[src/eis_pkg.sv]
// Package: constants and types of the external request edge select block
package eis_pkg;

    // ********************************
    // Sizes
    // ********************************
    localparam int NUM_REQ = 4;
    localparam int NUM_SRC = 5;
    localparam int ADDR_W = 8;

    // ********************************
    // Register offsets (byte addresses)
    // ********************************
    localparam logic [7:0] OFS_POLARITY = 8'h00;
    localparam logic [7:0] OFS_STATUS = 8'h04;
    localparam logic [7:0] OFS_MASK = 8'h08;
    localparam logic [7:0] OFS_CPU_MASK = 8'h0C;

    // ********************************
    // Field positions
    // ********************************
    localparam int POL_NMI_BIT = 7;
    localparam int POL_RSVD_LSB = 4;
    localparam int POL_RSVD_MSB = 6;
    localparam int SRC_NMI_BIT = 4;
    localparam int CPU_MASK_BIT = 0;

    // ********************************
    // Reset and fixed values
    // ********************************
    localparam logic [2:0] POL_RSVD_VALUE = 3'h7;
    localparam logic [4:0] POLARITY_RESET = 5'h00;
    localparam logic [4:0] FLAGS_RESET = 5'h00;
    localparam logic [4:0] MASK_RESET = 5'h00;
    localparam logic CPU_MASK_RESET = 1'b1;

    // ********************************
    // Types
    // ********************************
    // One bit per request source: the non-maskable pin on top, then pins 3..0
    typedef struct packed {
        logic nmi;
        logic [3:0] req;
    } eis_src_t;

endpackage

[src/eis_edge_detect.sv]
// Per-pin edge detector with selectable polarity
`timescale 1ns/10ps
module eis_edge_detect #(
    parameter int N = 5
) (
    // Clock and reset
    input wire logic sys_clk,
    input wire logic rst_b,
    // Pins and polarity selection
    input wire logic [N-1:0] pinLevel,
    input wire logic [N-1:0] risingSel,
    // Detected edges, one cycle each
    output logic [N-1:0] edgeSeen
);

    logic primed_q;
    logic [N-1:0] prev_q;

    // The first sample after reset only primes the history, so a pin held
    // high through reset does not fake a rising edge
    always_ff @(posedge sys_clk) begin
        if (!rst_b) begin
            primed_q <= 1'b0;
            prev_q <= '0;
        end else begin
            primed_q <= 1'b1;
            prev_q <= pinLevel;
        end
    end

    genvar i;
    generate
        for (i = 0; i < N; i++) begin : g_pin
            wire rise = pinLevel[i] & ~prev_q[i];
            wire fall = ~pinLevel[i] & prev_q[i];
            assign edgeSeen[i] = primed_q & (risingSel[i] ? rise : fall);
        end
    endgenerate

endmodule

[src/eis_ext_irq_edge_select.sv]
// Top: external request edge select, sticky status, mask and APB registers
`timescale 1ns/10ps
module eis_ext_irq_edge_select (
    // Clock and reset
    input wire logic sys_clk,
    input wire logic rst_b,

    // APB slave
    input wire logic psel,
    input wire logic penable,
    input wire logic pwrite,
    input wire logic [7:0] paddr,
    input wire logic [31:0] pwdata,
    output logic [31:0] prdata,
    output logic pready,
    output logic pslverr,

    // Request pins, synchronous to sys_clk
    input wire logic nonmaskablePin,
    input wire logic [3:0] extRequestPin,

    // Requests toward the processor
    output logic nonmaskableRequest,
    output logic [3:0] extRequest,
    output logic irqOut
);

    // ****************************************
    // Declarations
    // ****************************************
    logic [4:0] polarity_q;
    logic [4:0] polarity_d;
    logic [4:0] mask_q;
    logic [4:0] mask_d;
    logic cpuMask_q;
    logic cpuMask_d;
    logic [31:0] prdata_q;
    logic [31:0] prdata_d;
    logic nmiReq_q;
    logic [3:0] extReq_q;
    logic irq_q;

    eis_pkg::eis_src_t pinLevel;
    eis_pkg::eis_src_t edgeSeen;
    eis_pkg::eis_src_t statusFlags;
    eis_pkg::eis_src_t clrMask;
    eis_pkg::eis_src_t effMask;
    eis_pkg::eis_src_t pending;

    // ****************************************
    // Address decode
    // ****************************************
    wire selPolarity = (paddr == eis_pkg::OFS_POLARITY);
    wire selStatus = (paddr == eis_pkg::OFS_STATUS);
    wire selMask = (paddr == eis_pkg::OFS_MASK);
    wire selCpuMask = (paddr == eis_pkg::OFS_CPU_MASK);
    wire addrHit = selPolarity | selStatus | selMask | selCpuMask;

    wire setupPhase = psel & ~penable;
    wire accessPhase = psel & penable;
    wire readSetup = setupPhase & ~pwrite;
    wire writeAccess = accessPhase & pwrite & addrHit;
    wire readAccess = accessPhase & ~pwrite;

    wire wrPolarity = writeAccess & selPolarity;
    wire wrMask = writeAccess & selMask;
    wire wrCpuMask = writeAccess & selCpuMask;
    wire rdStatusDone = readAccess & selStatus;

    // Never waits; unmapped addresses answer with an error and read zero
    assign pready = 1'b1;
    assign pslverr = accessPhase & ~addrHit;

    // ****************************************
    // Read data views
    // ****************************************
    // Reserved bits are not stored at all, so a write cannot touch them
    wire [7:0] polarityView = {polarity_q[4], eis_pkg::POL_RSVD_VALUE, polarity_q[3:0]};
    wire [31:0] readMux =
        selPolarity ? {24'h000000, polarityView} :
        selStatus ? {27'h0000000, statusFlags} :
        selMask ? {27'h0000000, mask_q} :
        selCpuMask ? {31'h00000000, cpuMask_q} :
        32'h00000000;

    // Data is captured in the setup cycle so it is stable through access
    assign prdata_d = readSetup ? readMux : prdata_q;
    assign prdata = prdata_q;

    // ****************************************
    // Control registers
    // ****************************************
    // Polarity: bit 4 of the store is the non-maskable pin, 3..0 the request pins
    assign polarity_d = wrPolarity ?
        {pwdata[eis_pkg::POL_NMI_BIT], pwdata[3:0]} : polarity_q;
    assign mask_d = wrMask ? pwdata[4:0] : mask_q;
    assign cpuMask_d = wrCpuMask ? pwdata[eis_pkg::CPU_MASK_BIT] : cpuMask_q;

    always_ff @(posedge sys_clk) begin
        if (!rst_b) begin
            polarity_q <= eis_pkg::POLARITY_RESET;
            mask_q <= eis_pkg::MASK_RESET;
            cpuMask_q <= eis_pkg::CPU_MASK_RESET;
            prdata_q <= 32'h00000000;
        end else begin
            polarity_q <= polarity_d;
            mask_q <= mask_d;
            cpuMask_q <= cpuMask_d;
            prdata_q <= prdata_d;
        end
    end

    // ****************************************
    // Edge detection
    // ****************************************
    assign pinLevel.nmi = nonmaskablePin;
    assign pinLevel.req = extRequestPin;

    // Polarity bit 0 selects falling, 1 selects rising, for every source
    eis_edge_detect #(
        .N(eis_pkg::NUM_SRC)
    ) u_edge (
        .sys_clk(sys_clk),
        .rst_b(rst_b),
        .pinLevel(pinLevel),
        .risingSel(polarity_q),
        .edgeSeen(edgeSeen)
    );

    // ****************************************
    // Sticky status, cleared by read
    // ****************************************
    // Only the bits actually returned are cleared, so an edge that lands
    // between setup and access survives the read
    assign clrMask = rdStatusDone ? prdata_q[4:0] : 5'h00;

    eis_sticky_flags #(
        .N(eis_pkg::NUM_SRC)
    ) u_flags (
        .sys_clk(sys_clk),
        .rst_b(rst_b),
        .setPulse(edgeSeen),
        .clrMask(clrMask),
        .flags(statusFlags)
    );

    // ****************************************
    // Masking and request outputs
    // ****************************************
    assign effMask.nmi = mask_q[eis_pkg::SRC_NMI_BIT];
    assign effMask.req = mask_q[3:0] & {4{~cpuMask_q}};
    assign pending = statusFlags & effMask;

    always_ff @(posedge sys_clk) begin
        if (!rst_b) begin
            nmiReq_q <= 1'b0;
            extReq_q <= 4'h0;
            irq_q <= 1'b0;
        end else begin
            nmiReq_q <= pending.nmi;
            extReq_q <= pending.req;
            irq_q <= |pending;
        end
    end

    assign nonmaskableRequest = nmiReq_q;
    assign extRequest = extReq_q;
    assign irqOut = irq_q;
endmodule

[src/eis_sticky_flags.sv]
// Sticky event flags with masked clear; a set wins over a clear
`timescale 1ns/10ps
module eis_sticky_flags #(
    parameter int N = 5
) (
    // Clock and reset
    input wire logic sys_clk,
    input wire logic rst_b,
    // Events and clear
    input wire logic [N-1:0] setPulse,
    input wire logic [N-1:0] clrMask,
    // Flag state
    output logic [N-1:0] flags
);

    logic [N-1:0] flags_q;
    logic [N-1:0] flags_d;

    assign flags_d = (flags_q & ~clrMask) | setPulse;
    assign flags = flags_q;

    always_ff @(posedge sys_clk) begin
        if (!rst_b) begin
            flags_q <= eis_pkg::FLAGS_RESET;
        end else begin
            flags_q <= flags_d;
        end
    end
endmodule
[config.mk]
export PLATFORM = sky130hd
export DESIGN_NAME = eis_ext_irq_edge_select
export DESIGN_NICKNAME = d
export VERILOG_FILES = /design/src/eis_pkg.sv /design/src/eis_edge_detect.sv /design/src/eis_ext_irq_edge_select.sv /design/src/eis_sticky_flags.sv
export SDC_FILE = /design/constraint.sdc
export NUM_CORES = 1
export LEC_CHECK = 0
export ABC_AREA = 0
export CAP_MARGIN = 25
export CORE_MARGIN = 2
export CORE_UTILIZATION = 66
export CTS_CLUSTER_SIZE = 12
export DETAILED_ROUTE_END_ITERATION = 16
export DONT_BUFFER_PORTS = 1
export PLACE_DENSITY = 0.85
export SYNTH_ARGS = -nofsm -noshare
export SYNTH_HDL_FRONTEND = slang
export SYNTH_SLANG_ARGS = --single-unit
[constraint.sdc]
create_clock -name sys_clk -period 1.8 [get_ports sys_clk]
set_input_delay 0.18 -clock sys_clk [delete_from_list [all_inputs] [get_ports sys_clk]]
set_output_delay 0.18 -clock sys_clk [all_outputs]
set_load 0.03 [all_outputs]
# == Word level (Yosys, flattened, before mapping) ==
# Cells that the tools add are included.
# classes
div_mod_pow,0
n_bitwise,48
n_reduce_logical,2
shifts,0
n_addsub,0
n_mux,11
n_eq_ne,3
magnitude_cmp,0
mul,0
# ops
operator,count
bitwise AND 1 bit,26
"equality test 8 x 4 -> 1 bit, second input constant",2
two-way mux 5 bit,3
inverter 1 bit,14
bitwise AND 5 bit,2
"equality test 8 x 3 -> 1 bit, second input constant",1
zero test 8 bit,1
two-way mux 8 bit,1
two-way mux 1 bit,7
inverter 5 bit,1
bitwise OR 5 bit,1
OR reduction 5 bit,1
bitwise AND 4 bit,1
bitwise OR 1 bit,3
# totals
input_bits,50
out_inout_bits,40
latchBits,0
rom_bits,0
ff_bits,60
ram_bits,0
n_memories,0

# == Depth between registers and ports, before layout ==
# logic_depth
ltp_word,7
ltp_mapped,5
depth_no_buf,4

# == Modules after synthesis ==
# From an unflattened synthesis, not the netlist that was laid out.
# hier_totals
hier_cells,190
area_unflattened_um2,1810.5
# by_module_without_submodules
module,n_inst,area_per_inst_um2,seq_area_each_um2,cells_each
eis_ext_irq_edge_select,1,1322.5,480.5,148
eis_edge_detect,1,281.5,120.1,27
eis_sticky_flags,1,206.4,100.1,15

# == Worst setup path before layout ==
# Ideal clock, no wire load.
# synth_path
path_type,input to register
start,input paddr[3]
end,register prdata_q[0] (netlist: prdata[0])
required_time_ps,1682
stages,4
path_buffers,1
arrival_ps,1153
setup_ps,118
setup_slack_ps,529
path_cell_list,clkbuf_1 > mux4_2 > a22oi_1 > nor2b_1
# synth_via
elab_chain_len,5
word_cells_on_any_way,8
cone_classes,3 x eq/ne; 4 x mux; 1 x reduce/logical
# synth_rtl
element,line,text
start: declaration,eis_ext_irq_edge_select.sv:12,"input wire logic [7:0] paddr,"
equality test 8 x 4 -> 1 bit,eis_ext_irq_edge_select.sv:56,wire selCpuMask = (paddr == eis_pkg::OFS_CPU_MASK);
two-way mux 1 bit,eis_ext_irq_edge_select.sv:83,"selCpuMask ? {31'h00000000, cpuMask_q} :"
two-way mux 5 bit,eis_ext_irq_edge_select.sv:82,"selMask ? {27'h0000000, mask_q} :"
two-way mux 5 bit,eis_ext_irq_edge_select.sv:81,"selStatus ? {27'h0000000, statusFlags} :"
two-way mux 8 bit *,eis_ext_irq_edge_select.sv:80,"selPolarity ? {24'h000000, polarityView} :"
end signal: assignment,eis_ext_irq_edge_select.sv:109,prdata_q <= prdata_d;
end: declaration,eis_ext_irq_edge_select.sv:37,logic [31:0] prdata_q;
# Every way passes the cells marked *; elsewhere a longest branch is shown, timed or not.
# A chain may end at the register's enable or synchronous reset.

==> metrics.yaml <==
status: "finished, final reports clean"
hold_viol: 0
row_count: 18
synthFlopType: "dfxtp_1"
dr_wl_met3_um: 269
critical_path_class: "in -> reg"
hpwl_mm: 2.29
grt_setup_unrepaired: "false"
ant_nets: 0
vias: 1232
r2r_slack_ps: 640
cap_violations: 0
routabilityCongestion: 0.836
min_to: "mask_q[2]"
end_kind: "flip-flop"
fillerInstances: 203
clk_path_buf_depth: 2
grt_max_degree: 32
crit_required_ps: 2070
antenna_found_initial: 0
fmax_ghz: 0.767
synth-edff-count: 0
antenna_cells: 0
cts_max_level: 2
synthDominantCellAreaShare_pct: 40.8
dieArea_um2: 3020
start_util_pct: 69.2
async_flop_share_pct: 0
setup-tns-final_ps: 0
tightest_slew_ps: 837
vdd_drop_max_mv: 0.636
core_area_um2: 2480
post-cts-setup-buffers: 0
hold_buffers: 7
path_cells: "dlygate4sd3_1 -> o21ai_0 -> nor2_1"
rr_worst_depth: 3
route.met2.wl_mm: 1.56
pwr_density_cell_nw_per_um2: 760
post_cts_resized: 0
setup_violations: 0
cts_buffers: 5
worst_path_largest_cell_delay_ps: 1080
fp.dieW_um: 55.0
yosys_warnings: 0
path_buf_inv: 1
grt_pass1_vias: 1052
cp_data_arrival_time_ps: 1570
fin_skew_ps: 7.79
drt-met1-wl_mm: 1.32
first_pass_iters: 4
cts_tree: "built"
min_from: "pwdata[2]"
pin_count: 90
cts.clk_slew.worst_paths_ps: 100
drtIter0Drc: 15
top_layer: "met4"
drt_wl_total_mm: 3.20
place_inst: 213
area_growth_syn_to_layout_pct: 1.68
ys_seq_area_share_pct: 40.8
clock_sinks: 35
final.min_clock_period_ps: 1300
dieHeight_um: 55.0
drive_above_1_share_pct: 7.58
synth.distinct_cells: 31
syn_inst: 192
drc: 0
avgRoutedWirePerCell_um: 14.1
root_buffer: "clkbuf_4"
drv_slew: 0
synth_top_area_cell: "dfxtp_1"
fin_cells: 228
grt_first_pass_wirelength_mm: 4.64
layout_worst_path_cycle_share_pct: 72.4
layout.nets: 247
slew_headroom_pct: 44.0
r2r-end: "prdata[0]"
grt-ovfl-total: 0
r2r_start: "cpuMask_q"
worstHoldPathCells: 2
avgSynthCellArea_um2: 8.93
power.leakage_uw: 0.000721
clkLatencyLatePin_ps: 330
synthesis.area_um2: 1720
portBuffers: 0
cp_top_family: "buffers and inverters"
cp_slowest_cell: "dlygate4sd3_1"
min_path_type: "in -> reg"
yosys-top-cells-area: "dfxtp_1, buf_4, mux2i_1, nor2b_1, o21ai_0"
viasPerCell: 5.40
start_kind: "input pin"
synth.ff_latch_count: 35
gr-usage-all-layers_pct: 22.5
crit_fanout: 31
finalPower_uw: 1330
-- synthesized netlist by cell type (all sizes together), types with 3 or more instances --
cell	count
nand2	13
nor2b	17
a21oi	3
nor2	14
a22oi	4
o22ai	3
and2	5
o21ai	13
buf	26
clkbuf	6
a21boi	7
nor3b	6
nand4	5
inv	9
mux2i	11
and3	3
dfxtp	35
-- report_power, final --
part	switching (uW)	internal, uW	total, uW	leakage [uW]
Clock	252	145	397	0.0000347
Combinational	98.2	38.5	137	0.000402
Sequential	7.44	785	793	0.000284
Total	357	969	1330	0.000721
-- per-layer routing --
layer,global-route usage [%],vias to the layer above
met5,0,-
met4,8.54,0
met3,9.14,8
met2,36.9,52
met1,26.4,554
li1,-,618
-- sequential cells by signal, summed over array words and instances, names as in the netlist, 4 cells and up --
name           count
extRequest         4
mask_q             5
polarity_q         5
prdata             7
u_edge.prev_q      5
u_flags.flags      5
-- layout by cell type (no fill, tap or decap), types with 2 or more instances in the layout --
| cell | n |
|---|---|
| nor2_1 | 13 |
| nand4_2 | 2 |
| and2_1 | 5 |
| nor3b_1 | 6 |
| inv_1 | 9 |
| dlygate4sd3_1 | 7 |
| dfxtp_1 | 35 |
| clkinv_2 | 3 |
| conb_1 | 25 |
| nor2b_1 | 17 |
| a22oi_1 | 4 |
| mux2i_1 | 11 |
| nand4_1 | 3 |
| o21ai_0 | 13 |
| and3_1 | 2 |
| o22ai_1 | 3 |
| a21boi_0 | 7 |
| clkbuf_4 | 5 |
| nand2_1 | 13 |
| a21oi_1 | 3 |
-- area by class of cell --
cell class	count	area (um2)	area share, %
clock inverters	3	15.0	0.861
multi-input cells	139	850	48.7
clock buffers	5	37.5	2.15
repair buffers	7	70.1	4.02
flip-flops and latches	35	701	40.2
inverters	9	33.8	1.94
well taps	30	37.5	2.15
-- worst max-delay path by stage --
stage	from	to	slack (ps)	cells past startpoint
after floorplan	paddr[3]	prdata[0]	530	4
after global placement	paddr[1]	u_flags.flags[0]	400	4
after detailed placement	paddr[1]	polarity_q[3]	320	4
after CTS	rst_b	prdata[1]	520	3
after global routing	rst_b	prdata[2]	410	3
final	rst_b	prdata[1]	500	3
-- cell families after synthesis --
family / Yosys count / share of synthesized area, %
muxes: 12 / 7.73
other: 2 / 0.438
DFF: 35 / 40.8
AOI/OAI and AO/OA: 33 / 12.1
and+or+nand+nor: 69 / 24.2
buffers and inverters: 41 / 14.7
-- per-stage QoR --
step	hold WS (ps)	util (%)	setup slack, ps	area, um2
floorplan	208	-	529	1800
global placement	210	65.5	395	1620
detailed placement	210	65.5	318	1620
CTS	6.09	70.4	515	1740
global route	4.09	70.4	408	1740
finish	17.1	70.4	496	1740
Note: power is estimated with default switching activity, not from simulation.
